==> config.mk <==
export PLATFORM = sky130hd
export DESIGN_NAME = sync_periph_cycle
export DESIGN_NICKNAME = d
export VERILOG_FILES = /design/src/sync_bus_pkg.sv /design/src/sync_periph_cycle.sv /design/src/enable_clock_gen.sv
export SDC_FILE = /design/constraint.sdc
export NUM_CORES = 1
export LEC_CHECK = 0
export BUFFER_PORTS_ARGS = -buffer_cell sky130_fd_sc_hd__buf_4
export CAP_MARGIN = 15
export CORE_AREA = 2 2 122 124
export CTS_CLUSTER_SIZE = 10
export DETAILED_ROUTE_END_ITERATION = 10
export DIE_AREA = 0 0 124 126
export PLACE_DENSITY = 0.55
export SLEW_MARGIN = 20
export SYNTH_ARGS = -nofsm -noshare
export SYNTH_HDL_FRONTEND = slang
export SYNTH_HIERARCHICAL = 1
export SYNTH_SLANG_ARGS = --single-unit
==> constraint.sdc <==
create_clock -name clk_sys -period 4.5 [get_ports clk_sys]
set_clock_uncertainty 0.2 [all_clocks]
set_input_delay 0.225 -clock clk_sys [delete_from_list [all_inputs] [get_ports clk_sys]]
set_output_delay 0.225 -clock clk_sys [all_outputs]
set_load 0.1 [all_outputs]
==> src/sync_bus_pkg.sv <==
// Package for the synchronous peripheral bus cycle engine.
// Assumes a single system clock; all timing is counted in its cycles.
package sync_bus_pkg;

	// ****************************************
	// Enable clock divider
	// ****************************************
	localparam int unsigned ENABLE_PERIOD = 10;
	localparam int unsigned ENABLE_LOW    = 6;
	localparam logic [3:0] ENABLE_CNT_RESET = 4'h0;

	// ****************************************
	// Widths and vectors
	// ****************************************
	localparam int unsigned ADDR_W = 20;
	localparam int unsigned DATA_W = 8;
	localparam logic [7:0] AUTOVEC_BASE = 8'h18; // 24 + level gives 25..31 for levels 1..7, 24 for level 0
	localparam logic [2:0] FC_IACK = 3'h7;

	typedef enum logic [3:0] {
		ST_IDLE  = 4'b0000,
		ST_S0    = 4'b0001,
		ST_S1    = 4'b0010,
		ST_S2    = 4'b0011,
		ST_S3    = 4'b0100,
		ST_S4    = 4'b0101,
		ST_WAIT  = 4'b0110,
		ST_ALIGN = 4'b0111,
		ST_XFER  = 4'b1000,
		ST_S6    = 4'b1001,
		ST_S7    = 4'b1010,
		ST_END   = 4'b1011
	} bus_state_type;

	typedef struct packed {
		logic              write;
		logic              iack;
		logic [2:0]        level;
		logic [2:0]        funcCode;
		logic [ADDR_W-1:0] addr;
		logic [DATA_W-1:0] wdata;
	} bus_req_type;

	typedef struct packed {
		logic [ADDR_W-1:0] addrOut;
		logic              addrOeN;
		logic [DATA_W-1:0] dataOut;
		logic              dataOeN;
		logic [2:0]        funcCode;
		logic              addrValidN;
		logic              dataStrobeN;
		logic              rdWr;
	} bus_pins_type;

endpackage : sync_bus_pkg

==> src/sync_periph_cycle.sv <==
// Synchronous peripheral bus cycle engine with autovector support.
// Assumes pins are synchronised here; states step on every clk_sys edge pair.
`timescale 1ns/10ps
module sync_periph_cycle
	import sync_bus_pkg::*;
(
	// Clock and reset
	input  wire logic                      clk_sys,
	input  wire logic                      rst_n,
	// Request side
	input  wire logic                      reqValid,
	input  wire sync_bus_pkg::bus_req_type req,
	output logic                           reqBusy,
	output logic                           doneValid,
	output logic [sync_bus_pkg::DATA_W-1:0] doneData,
	// Peripheral pins
	input  wire logic [sync_bus_pkg::DATA_W-1:0] dataIn,
	input  wire logic                      syncPeriphSelectN,
	output sync_bus_pkg::bus_pins_type     pins,
	output logic                           enableOut
);
	import sync_bus_pkg::*;

	// ****************************************
	// Pin synchroniser and enable clock
	// ****************************************
	logic              selMeta_q;
	logic              selSync_q;
	logic [DATA_W-1:0] dataMeta_q;
	logic [DATA_W-1:0] dataSync_q;
	logic              enableClk;
	logic              enableLowLast;

	// The data bus is held through the enable high phase, so its two-stage copy
	// has settled well before state six takes it
	always_ff @(posedge clk_sys or negedge rst_n) begin
		if (!rst_n) begin
			selMeta_q  <= 1'b0;
			selSync_q  <= 1'b0;
			dataMeta_q <= '0;
			dataSync_q <= '0;
		end else begin
			selMeta_q  <= !syncPeriphSelectN;
			selSync_q  <= selMeta_q;
			dataMeta_q <= dataIn;
			dataSync_q <= dataMeta_q;
		end
	end

	enable_clock_gen u_enable (
		.clk_sys      (clk_sys),
		.rst_n        (rst_n),
		.enableClk    (enableClk),
		.enableLowLast(enableLowLast)
	);

	function automatic logic [7:0] autoVector(input logic [2:0] level);
		autoVector = AUTOVEC_BASE + {5'h00, level};
	endfunction : autoVector

	// ****************************************
	// Cycle state machine
	// ****************************************
	// Each of states S0-S4, S6 and S7 lasts one clk_sys cycle here, modelling a half-clock step
	bus_state_type state_q;
	bus_state_type state_d;
	bus_req_type   req_q;
	bus_req_type   req_d;
	bus_pins_type  pins_q;
	bus_pins_type  pins_d;
	logic [DATA_W-1:0] rdata_q;
	logic [DATA_W-1:0] rdata_d;
	logic          done_q;
	logic          done_d;
	logic          busy_q;
	logic          busy_d;
	logic [1:0]    xferCnt_q;
	logic [1:0]    xferCnt_d;

	always_comb begin
		state_d = state_q;
		req_d   = req_q;
		pins_d  = pins_q;
		rdata_d = rdata_q;
		done_d  = 1'b0;
		xferCnt_d = xferCnt_q;
		case (state_q)
			ST_IDLE: begin
				if (reqValid) begin
					req_d            = req;
					pins_d.funcCode  = req.funcCode;
					pins_d.addrOeN   = 1'b1;
					state_d          = ST_S0;
				end
			end
			ST_S0: begin
				pins_d.addrOut = req_q.addr;
				pins_d.addrOeN = 1'b0;
				state_d        = ST_S1;
			end
			ST_S1: begin
				pins_d.addrValidN = 1'b0;
				if (!req_q.write) begin
					pins_d.dataStrobeN = 1'b0;
				end else begin
					pins_d.rdWr = 1'b0;
				end
				state_d = ST_S2;
			end
			ST_S2: begin
				if (req_q.write) begin
					pins_d.dataOut = req_q.wdata;
					pins_d.dataOeN = 1'b0;
				end
				state_d = ST_S3;
			end
			ST_S3: begin
				if (req_q.write) begin
					pins_d.dataStrobeN = 1'b0;
				end
				state_d = ST_S4;
			end
			ST_S4: begin
				state_d = ST_WAIT;
			end
			ST_WAIT: begin
				if (selSync_q) begin
					state_d = ST_ALIGN;
				end
			end
			ST_ALIGN: begin
				if (enableLowLast) begin
					state_d   = ST_XFER;
					xferCnt_d = 2'h0;
				end
			end
			ST_XFER: begin
				// Transfer sits in the enable high phase; state six takes its last clock
				if (xferCnt_q == 2'(ENABLE_PERIOD - ENABLE_LOW - 2)) begin
					state_d = ST_S6;
				end else begin
					xferCnt_d = xferCnt_q + 2'h1;
				end
			end
			ST_S6: begin
				if (!req_q.write) begin
					rdata_d = req_q.iack ? autoVector(req_q.level) : dataSync_q;
				end
				pins_d.addrValidN  = 1'b1;
				pins_d.dataStrobeN = 1'b1;
				state_d            = ST_S7;
			end
			ST_S7: begin
				pins_d.addrOeN = 1'b1;
				pins_d.dataOeN = 1'b1;
				pins_d.rdWr    = 1'b1;
				state_d        = ST_END;
			end
			ST_END: begin
				done_d  = 1'b1;
				state_d = ST_IDLE;
			end
			default: begin
				state_d = ST_IDLE;
			end
		endcase
		busy_d = (state_d != ST_IDLE);
	end

	always_ff @(posedge clk_sys or negedge rst_n) begin
		if (!rst_n) begin
			state_q <= ST_IDLE;
			req_q   <= '0;
			pins_q  <= '{addrOut: '0, addrOeN: 1'b1, dataOut: '0, dataOeN: 1'b1, funcCode: 3'h0,
			             addrValidN: 1'b1, dataStrobeN: 1'b1, rdWr: 1'b1};
			rdata_q <= '0;
			done_q  <= 1'b0;
			busy_q  <= 1'b0;
			xferCnt_q <= 2'h0;
		end else begin
			state_q <= state_d;
			req_q   <= req_d;
			pins_q  <= pins_d;
			rdata_q <= rdata_d;
			done_q  <= done_d;
			busy_q  <= busy_d;
			xferCnt_q <= xferCnt_d;
		end
	end

	assign pins      = pins_q;
	assign doneData  = rdata_q;
	assign doneValid = done_q;
	assign reqBusy   = busy_q;
	// Straight from the divider flop, so it falls together with the strobes in state seven
	assign enableOut = enableClk;

	// ****************************************
	// Checks
	// ****************************************
	a_strobe_read: assert property (@(posedge clk_sys) disable iff (!rst_n)
		(state_q == ST_S2 && !req_q.write) |-> (!pins_q.addrValidN && !pins_q.dataStrobeN))
		else $error("read strobes late");
	a_write_strobe: assert property (@(posedge clk_sys) disable iff (!rst_n)
		(state_q == ST_S2 && req_q.write) |-> !pins_q.rdWr && pins_q.dataStrobeN ##1 !pins_q.dataOeN ##1
		!pins_q.dataStrobeN) else $error("write sequence wrong");
	a_addr_float: assert property (@(posedge clk_sys) disable iff (!rst_n)
		(state_q == ST_S0) |-> pins_q.addrOeN ##1 !pins_q.addrOeN) else $error("address enable wrong");
	a_wait_select: assert property (@(posedge clk_sys) disable iff (!rst_n)
		(state_q == ST_WAIT && !selSync_q) |=> state_q == ST_WAIT) else $error("left wait early");
	a_xfer_high: assert property (@(posedge clk_sys) disable iff (!rst_n)
		(state_q == ST_XFER) |-> enableOut || $rose(enableClk)) else $error("transfer outside high");
	a_strobe_neg: assert property (@(posedge clk_sys) disable iff (!rst_n)
		(state_q == ST_S7) |-> pins_q.addrValidN && pins_q.dataStrobeN && !enableClk)
		else $error("strobes not negated");
	a_end_float: assert property (@(posedge clk_sys) disable iff (!rst_n)
		(state_q == ST_END) |-> pins_q.addrOeN && pins_q.dataOeN && pins_q.rdWr)
		else $error("bus not released");
	a_autovec_range: assert property (@(posedge clk_sys) disable iff (!rst_n)
		(doneValid && req_q.iack) |-> (doneData >= 8'h19 && doneData <= 8'h1f))
		else $error("autovector out of range");
	a_cycle_len: assert property (@(posedge clk_sys) disable iff (!rst_n)
		(state_q == ST_ALIGN) |-> ##[1:20] state_q == ST_S6) else $error("align too long");

	c_read: cover property (@(posedge clk_sys) state_q == ST_S6 && !req_q.write);
	c_write: cover property (@(posedge clk_sys) state_q == ST_S6 && req_q.write);
	c_iack: cover property (@(posedge clk_sys) doneValid && req_q.iack);
endmodule : sync_periph_cycle

==> src/enable_clock_gen.sv <==
// Free-running enable clock: 6 clocks low, 4 high, and phase pulses.
// Assumes clk_sys is the processor input clock.
`timescale 1ns/10ps
module enable_clock_gen
	import sync_bus_pkg::*;
(
	// Clock and reset
	input  wire logic clk_sys,
	input  wire logic rst_n,
	// Enable clock
	output logic      enableClk,
	output logic      enableLowLast
);
	logic [3:0] cnt_q;
	logic [3:0] cnt_d;
	logic       en_q;
	logic       en_d;

	always_comb begin
		cnt_d = (cnt_q == 4'(ENABLE_PERIOD - 1)) ? 4'h0 : cnt_q + 4'h1;
		en_d  = (cnt_d >= 4'(ENABLE_LOW));
	end

	always_ff @(posedge clk_sys or negedge rst_n) begin
		if (!rst_n) begin
			cnt_q <= ENABLE_CNT_RESET;
			en_q  <= 1'b0;
		end else begin
			cnt_q <= cnt_d;
			en_q  <= en_d;
		end
	end

	assign enableClk     = en_q;
	// High next cycle: last low clock
	assign enableLowLast = (cnt_q == 4'(ENABLE_LOW - 1));

	a_enable_period: assert property (@(posedge clk_sys) disable iff (!rst_n)
		$rose(en_q) |-> en_q[*4] ##1 !en_q[*6]) else $error("enable duty wrong");
endmodule : enable_clock_gen

# After elaboration in Yosys (flattened, before gate mapping)
# Index checks and enable logic that the tools add are counted.
[word_totals]
reg_bits = 108
input_bits = 48
word_cells = 87
[op_classes]
n_lt_le_gt_ge = 1
n_eq_ne = 21
reduce_logical = 17
mux = 20
bitwise_logic = 1
addsub = 3
[ops]
columns = ["operator", "count"]
rows = [
  ["$pmux W4 S11", 1],
  ["$eq A4 B3 Y1 const B", 5],
  ["$eq A4 B4 Y1 const B", 5],
  ["$mux W4", 5],
  ["$ne A2 B2 Y1 const B", 7],
  ["$reduce_and A2 Y1", 6],
  ["$eq A4 B2 Y1 const B", 2],
  ["$mux W8", 1],
  ["$reduce_bool A2 Y1", 4],
  ["$add A5 B3 Y6 const A", 1],
  ["$pmux W1 S2", 3],
  ["$pmux W1 S3", 2],
  ["$reduce_and A3 Y1", 2],
  ["$reduce_bool A3 Y1", 2],
  ["$mux W1", 5],
  ["$add A4 B1 Y4 const B", 1],
  ["$eq A4 B1 Y1 const B", 1],
  ["$ge A4 B3 Y1 const B", 1],
  ["$logic_not A4 Y1", 1],
  ["$mux W2", 2],
  ["$pmux W2 S2", 1],
  ["$reduce_bool A4 Y1", 1],
  ["$add A2 B1 Y2 const B", 1],
  ["$eq A2 B2 Y1 const B", 1],
  ["other kinds (2)", 2],
]

# Longest topological paths before layout
# Gate-level depths: netlist of the first run.
[depth]
ltp_word = 4
ltp_mapped = 5
mapped_depth_nobuf = 5

# By module
# The synthesis of the first run kept the hierarchy.
[by_module_without_submodules]
columns = ["module", "cells_per_inst", "instances", "seq_area_each_um2", "area_each_um2"]
rows = [
  ["sync_periph_cycle", 258, 1, 2583.7, 4011.3],
  ["enable_clock_gen", 23, 1, 125.1, 230.2],
]

# Worst setup path after synthesis of the first run
# Ideal clock, no wire load.
[synth_timing]
path_type = "flip-flop to flip-flop"
from = "reg state_q[2]"
to = "reg pins_q (netlist bit pins[16])"
setup_slack_ns = 2.782
path_stages_with_launch = 6
t_arrival_ns = 1.392
n_path_buf = 2
required_time_ns = 4.175
synth_period_minus_slack_ns = 1.718
path_cell_list = "dfrtp_1 -> buf_6 -> or2_2 -> nor2_4 -> buf_6 -> mux2_2"
[synth_via]
elab_chain_len = 1
[synth_lines]
columns = ["element", "line", "source"]
rows = [
  ["from (decl)", "sync_periph_cycle.sv:65", "bus_state_type state_q;"],
  ["from (signal assigned)", "sync_periph_cycle.sv:181", "state_q <= state_d;"],
  ["$eq A4 B1 Y1", "sync_periph_cycle.sv:87", "case (state_q)"],
  ["to (signal assigned)", "sync_periph_cycle.sv:174", "pins_q <= '{addrOut: '0, addrOeN: 1'b1, dataOut: '0, dataOeN: 1'b1, funcCode: 3'h0,"],
  ["to (signal assigned)", "sync_periph_cycle.sv:183", "pins_q <= pins_d;"],
  ["to (decl)", "sync_periph_cycle.sv:69", "bus_pins_type pins_q;"],
]
# Every way passes these cells.
# A chain may end at the register's enable or synchronous reset.

# Final worst setup path of the first run
[layout_timing]
from = "reg state_q[2]"
to = "reg pins_q (netlist bit pins[28])"
# Same word-level chain as after synthesis.

==> run_results.csv, run 1 <==
group,metric,value,unit
outcome,status,"complete, no violations",
logic_synthesis,synth_cells,281,
global_route,grt_pass1_wl,13400,um
clock_network,clk_path_buf_depth,2,
route,drt_iter0_markers,87,
setup_path,startpoint_type,"flip-flop",
logic_synthesis,ys.flop_type,"dfrtp_1",
route,wl_per_cell,13.4,um
min_path,hold_class,"flip-flop to flip-flop",
setup_path,r2r_slack,2.24,ns
logic_synthesis,synth_nets,330,
sta,tightest_slew,0.853,ns
clock_network,clock_sinks,108,
clock_network,cts_resized,0,
finish,nets,468,
clock_network,ctsRootBufferMaster,"clkbuf_16",
route,wirelength,8180,um
clock_network,cts_buffers,9,
sta,final_max_slew_viol_count,0,
clock_network,cts_setup_buffers,0,
setup_path,cp.arrival,2.28,ns
logic_synthesis,ys_top_cells_by_area,"dfrtp_1 (61%), mux2_2 (18%), dfstp_2 (3.1%), mux2_4 (2.1%), buf_6 (1.6%)",
logic_synthesis,synth.avg_cell_area,15.1,um^2
place,place_area,0.00507,mm^2
global_route,grt_remaining_overflow,0,
sta,relSlewSlack,0.432,
route,drt_pre_antenna_iters,4,
logic_synthesis,ys_seq_elements,108,
route,drc,0,
route,ant_nets,0,
route,via_per_inst,4.33,
global_route,grt_max_degree,70,
finish,drive_above_1_share,0.465,
floorplanning,die_y,126,um
finish,diodes,0,
setup_path,cp_max_fo,20,
logic_synthesis,yosys_warnings,6,
logic_synthesis,async_flop_share,1.00,
setup_path,worst_ep_required_time,4.52,ns
floorplanning,die_x,124,um
route,vias,2633,
sta,finalHoldViolCount,0,
floorplanning,core_area,0.0143,mm^2
sta,fin_hold_ws,0.149,ns
logic_synthesis,yosys.area.top_type,"dfrtp_1",
global_route,antenna_found_initial,0,
logic_synthesis,post-synth-top-area-fraction,0.608,
place,io_buffers,94,
finish,syn2layout_area_growth,38.1,%
clock_network,htree_levels,3,
setup_path,setup.worst_path.end_class,"flip-flop",
sta,fmax,0.443,GHz
logic_synthesis,ys_seq_area_frac,0.639,
sta,finalCritPeriodShare,0.502,
job,cap_violations,0,
logic_synthesis,synth_edf_count,0,
place,place_congestion,0.742,
sta,setup_tns,0,ns
logic_synthesis,syn-cell-area,0.00424,mm^2
clock_network,clk_latency,0.34,ns
global_route,grt_pass1_vias,2710,
sta,finalCriticalPeriod,2.26,ns
clock_network,hold_buffers,47,
floorplanning,io_pins,95,
setup_path,crit_type,"flip-flop to flip-flop",
floorplanning,start_util,0.296,
clock_network,cts_tree,"yes",
place,hpwl,5310,um
finish,design_area,0.00586,mm^2
sta,setup_viol,0,
sta,rsz0062_at_grt,"no",
floorplanning,die-area,0.0156,mm^2
global_route,grt_use_total,0.112,
clock_network,clk_pin_slew,0.07,ns
logic_synthesis,netlist-cell-type-count,48,
floorplanning,rows,44,
flip-flops by register name, indices dropped and copies added, names as in the netlist:
signal,count
dataSync_q,8
u_enable/cnt_q,4
state_q,4
u_enable/enableClk,1
reqBusy,1
doneValid,1
pins,36
selSync_q,1
dataMeta_q,8
doneData,8
req_q,33
xferCnt_q,2
selMeta_q,1
placed cells by master, fill, tap and decap left out, drive strengths merged, types with 2 or more instances in the layout:
master,count
dfrtp,103
buf,95
mux2,75
dlygate4sd3,47
clkbuf,14
o21ai,10
nand2,10
a21oi,8
inv,7
nor2,7
dfstp,5
nor2b,4
mux2i,3
nand2b,3
nand3,3
and2,2
nand4b,2
o21a,2
xnor2,2
a22o,2
bufinv,2
nor3,2
layer usage:
metal / up-vias / track usage / share of wire
li1: 1248 / - / -
met1: 1304 / 0.144 / 0.46
met2: 67 / 0.170 / 0.47
met3: 14 / 0.0408 / 0.060
met4: 0 / 0.0430 / 0.018
met5: - / 0 / 0
kinds of logic (layout without fill, tap and decap cells):
logic type                 count (synthesis)  in the layout  synth area share
and+or+nand+nor                           38             38            0.0619
AOI/OAI and AO/OA                         32             32            0.0481
muxes                                     78             78             0.212
adders and majority gates                  1              1           0.00295
buffers and inverters                     22            165            0.0327
xor gates and xnor gates                   2              2           0.00413
DFF                                      108            108             0.639
per-stage QoR:
stage | utilization | setup WS (ns) | cells
final | 0.409 | 2.24 | 608
after global routing | 0.409 | 2.10 | 608
after CTS | 0.409 | 2.20 | 608
after detailed placement | 0.354 | 2.22 | 545
after global placement | 0.354 | 2.27 | 545
after floorplan | - | 2.78 | 281
worst paths after layout:
| kind | from | endpoint | cells after the start |
|---|---|---|---|
| min | dataMeta_q[0] | dataSync_q[0] | 0 |
| min in group asynchronous | rst_n | u_enable/enableClk | 2 |
| min reg2reg | dataMeta_q[0] | dataSync_q[0] | 0 |
| max reg2reg | state_q[2] | pins[28] | 3 |
| max | state_q[2] | pins[28] | 3 |
| max in group asynchronous | rst_n | req_q[27] | 3 |
cell usage after synthesis (all sizes together), types with 2 or more instances:
cell,n
dfrtp,103
mux2,75
buf,12
nand2,10
o21ai,10
a21oi,8
inv,7
nor2,7
dfstp,5
nor2b,4
clkbuf,3
mux2i,3
nand2b,3
nand3,3
a22o,2
and2,2
nand4b,2
nor3,2
o21a,2
xnor2,2
cell type report:
class	count	area, um^2
inverters	7	26.3
clock buffers	14	254
fillers	1372	8460
flip-flops and latches	108	2710
well taps	184	230
clock inverters	2	60.1
multi-input cells	151	1390
repair buffers	142	1180
worst max-delay path, cell delays in order (launching register included):
cell	delay, ns
dfrtp_1	0.57
or2_2	0.42
nor2_4	0.53
mux2_2	0.41
Power of run 1 is left out: the tool's default activity adds up to more than one toggle a clock period on the data nets, which glitch-free logic cannot reach.
==> inputs of run 2 (changes only) <==
ABC_AREA = 1   (was default)
PLACE_DENSITY = 0.56   (was 0.55)
clock period = 2 ns   (was 4.5 ns; I/O delays follow)
==> run 2 against run 1 <==
- worst hold slack lost 0.11 ns
- first-iteration DRC count grew 67%
- clock-buffer cell count shrank 3
- utilization shrank 0.22 points
- register-to-register slack lost 1.9 ns
- critical endpoint is now req_q[10]
==> run_results.csv, run 2 <==
group,metric,value,unit
power_and_ir_drop,pwr_density_cell,1760,mW/mm^2
clock_network,clock_sinks,108,
global_route,grt_pass1_wl,15000,um
place,io_buffers,94,
logic_synthesis,synth_xor_area_frac,0.00209,
route,met2_length,4420,um
sta,tightest_slew,0.443,ns
setup_path,setup.worst_path.end_class,"flip-flop",
route,drt_iter0_markers,145,
route,ant_nets,0,
job,cap_violations,0,
logic_synthesis,syn-cell-area,0.00418,mm^2
clock_network,htree_levels,3,
logic_synthesis,yosys_warnings,6,
clock_network,cts_resized,0,
setup_path,worst_ep_required_time,2.01,ns
route,wirelength,8940,um
power_and_ir_drop,ir_drop,0.000989,V
floorplanning,io_pins,95,
finish,multi_input_area,0.00115,mm^2
route,wl_met3,481,um
place,pre_cts_ws,0.345,ns
clock_network,clk_path_buf_depth,2,
logic_synthesis,ys_seq_area_frac,0.648,
logic_synthesis,synthAdderAreaFrac,0.00299,
route,wl_met1,3920,um
place,hpwl,6020,um
sta,finalCritPeriodShare,0.839,
sta,setup_viol,0,
power_and_ir_drop,leakagePower,3.02,nW
sta,finalCriticalPeriod,1.68,ns
logic_synthesis,synth_cells,422,
logic_synthesis,muxShareOfSynthArea,0,
logic_synthesis,yosys.area_share.simple,0.165,
power_and_ir_drop,finalPower,10.3,mW
setup_path,startpoint_type,"flip-flop",
floorplanning,die_x,124,um
route,drt_pre_antenna_iters,4,
setup_path,crit_type,"flip-flop to flip-flop",
logic_synthesis,post-synth-top-count-cell,"dfrtp_1",
finish,diodes,0,
logic_synthesis,synth_top_family_by_area,"simple AND/OR/NAND/NOR gates",
floorplanning,die_y,126,um
global_route,grt_use_total,0.121,
sta,relSlewSlack,0.705,
logic_synthesis,ys.flop_type,"dfrtp_1",
route,vias,3203,
sta,fmax,0.596,GHz
logic_synthesis,ys_seq_elements,108,
floorplanning,die-area,0.0156,mm^2
finish,largest_reg_flops,36,
logic_synthesis,synth_nets,471,
sta,final_max_slew_viol_count,0,
floorplanning,start_util,0.292,
clock_network,cts_buffers,9,
logic_synthesis,synth_commonest_cells,"dfrtp_1 (103), nand2_1 (101), inv_1 (48)",
finish,nets,613,
floorplanning,core_area,0.0143,mm^2
global_route,grt_remaining_overflow,0,
finish,fin_util,0.407,
clock_network,cts_tree,"yes",
logic_synthesis,yosys.area.top_type,"dfrtp_1",
logic_synthesis,synth.avg_cell_area,9.91,um^2
clock_network,clk_pin_slew,0.07,ns
sta,finalHoldViolCount,0,
route,top_layer,"met4",
setup_path,cp.arrival,1.68,ns
route,wl_per_cell,11.9,um
min_path,hold_class,"input port to asynchronous set/reset pin",
logic_synthesis,synth_edf_count,0,
place,place_congestion,0.864,
setup_path,cp_max_fo,43,
logic_synthesis,async_flop_share,1.00,
finish,fillers,1428,
place,dp_cells,691,
clock_network,clk_latency,0.34,ns
global_route,grt_pass1_vias,3246,
finish,seq_area,0.00271,mm^2
outcome,status,"complete, no violations",
finish,layout_commonest_cell,"dfrtp_1",
route,drc,0,
floorplanning,rows,44,
logic_synthesis,synth_compound_area_frac,0.104,
global_route,grt_max_degree,49,
sta,setup_tns,0,ns
finish,drive_above_1_share,0.250,
logic_synthesis,ys_top_cells_by_area,"dfrtp_1 (62%), nand2_1 (9.1%), o21ai_0 (4.3%), inv_1 (4.3%), nor2_1 (3.5%)",
finish,layout.cells.non_filler,752,
clock_network,ctsRootBufferMaster,"clkbuf_16",
finish,syn2layout_area_growth,39.3,%
finish,layout_common_cells,"dfrtp_1 (103), nand2_1 (101), buf_4 (99), inv_1 (48), dlygate4sd3_1 (46)",
sta,worst_slack,0.321,ns
route,via_per_inst,4.26,
logic_synthesis,post-synth-top-area-fraction,0.616,
global_route,antenna_found_initial,0,
sta,rsz0062_at_grt,"no",
logic_synthesis,netlist-cell-type-count,28,
## run 2: path summary, 6_finish.rpt
kind	endpoint	depth (start not counted)	slack, ns	from
worst max-delay path	req_q[10]	5	0.32	state_q[3]
worst min-delay path	dataMeta_q[5]	2	0.04	rst_n
worst max register to register	req_q[10]	5	0.32	state_q[3]
worst min register to register	dataSync_q[7]	0	0.15	dataMeta_q[7]
max in group asynchronous	pins[15]	3	0.95	rst_n
min in group clk_sys	dataSync_q[7]	0	0.15	dataMeta_q[7]
## run 2: area by class of cell
class / count / area share
clock inverters: 4 / 0.00838
well taps: 184 / 0.0395
inverters: 52 / 0.0335
clock buffers: 11 / 0.0434
flip-flops and latches: 108 / 0.465
repair buffers: 147 / 0.213
multi-input cells: 246 / 0.197
## run 2: what timing repair did
item | in CTS | in global routing
endpoints found under the hold margin | 151 | 0
setup buffers | 0 | 0
hold buffers | 46 | 0
## run 2: kinds of logic (layout without fill, tap and decap cells)
logic type	count (synthesis)	count (layout)
and+or+nand+nor	164	164
DFF	108	108
AOI/OAI and AO/OA	80	80
buffers and inverters	68	214
adders and majority gates	1	1
xor gates and xnor gates	1	1
## run 2: where the power goes
| group | switching [mW] | internal, mW | leakage, nW | total (mW) |
|---|---|---|---|---|
| logic | 3.96 | 1.17 | 1.59 | 5.13 |
| registers | 0.405 | 2.95 | 1.27 | 3.36 |
| clock network | 0.769 | 1.03 | 0.151 | 1.80 |
| total | 5.13 | 5.15 | 3.02 | 10.3 |
## run 2: through the flow
step / hold WS [ns] / cell area, um^2
2_1_floorplan: -0.396 / 4180
3_3_place_gp: -0.125 / 5060
3_5_place_dp: -0.120 / 5060
4_1_cts: 0.0481 / 5830
5_1_grt: 0.0793 / 5830
6_report: 0.0422 / 5830
## run 2: worst max-delay path, stage by stage (launching register included)
cell     delay (ns)
dfrtp_1        0.46
nor2_2         0.26
nand3_2        0.12
buf_4          0.28
nor2_1         0.14
a21oi_1        0.07
## run 2: routing by layer
metal / up-vias / global-route usage
met5: - / 0
met3: 11 / 0.0362
li1: 1600 / -
met4: 0 / 0.0436
met1: 1516 / 0.153
met2: 76 / 0.198
Note: power is estimated with default switching activity, not from simulation.
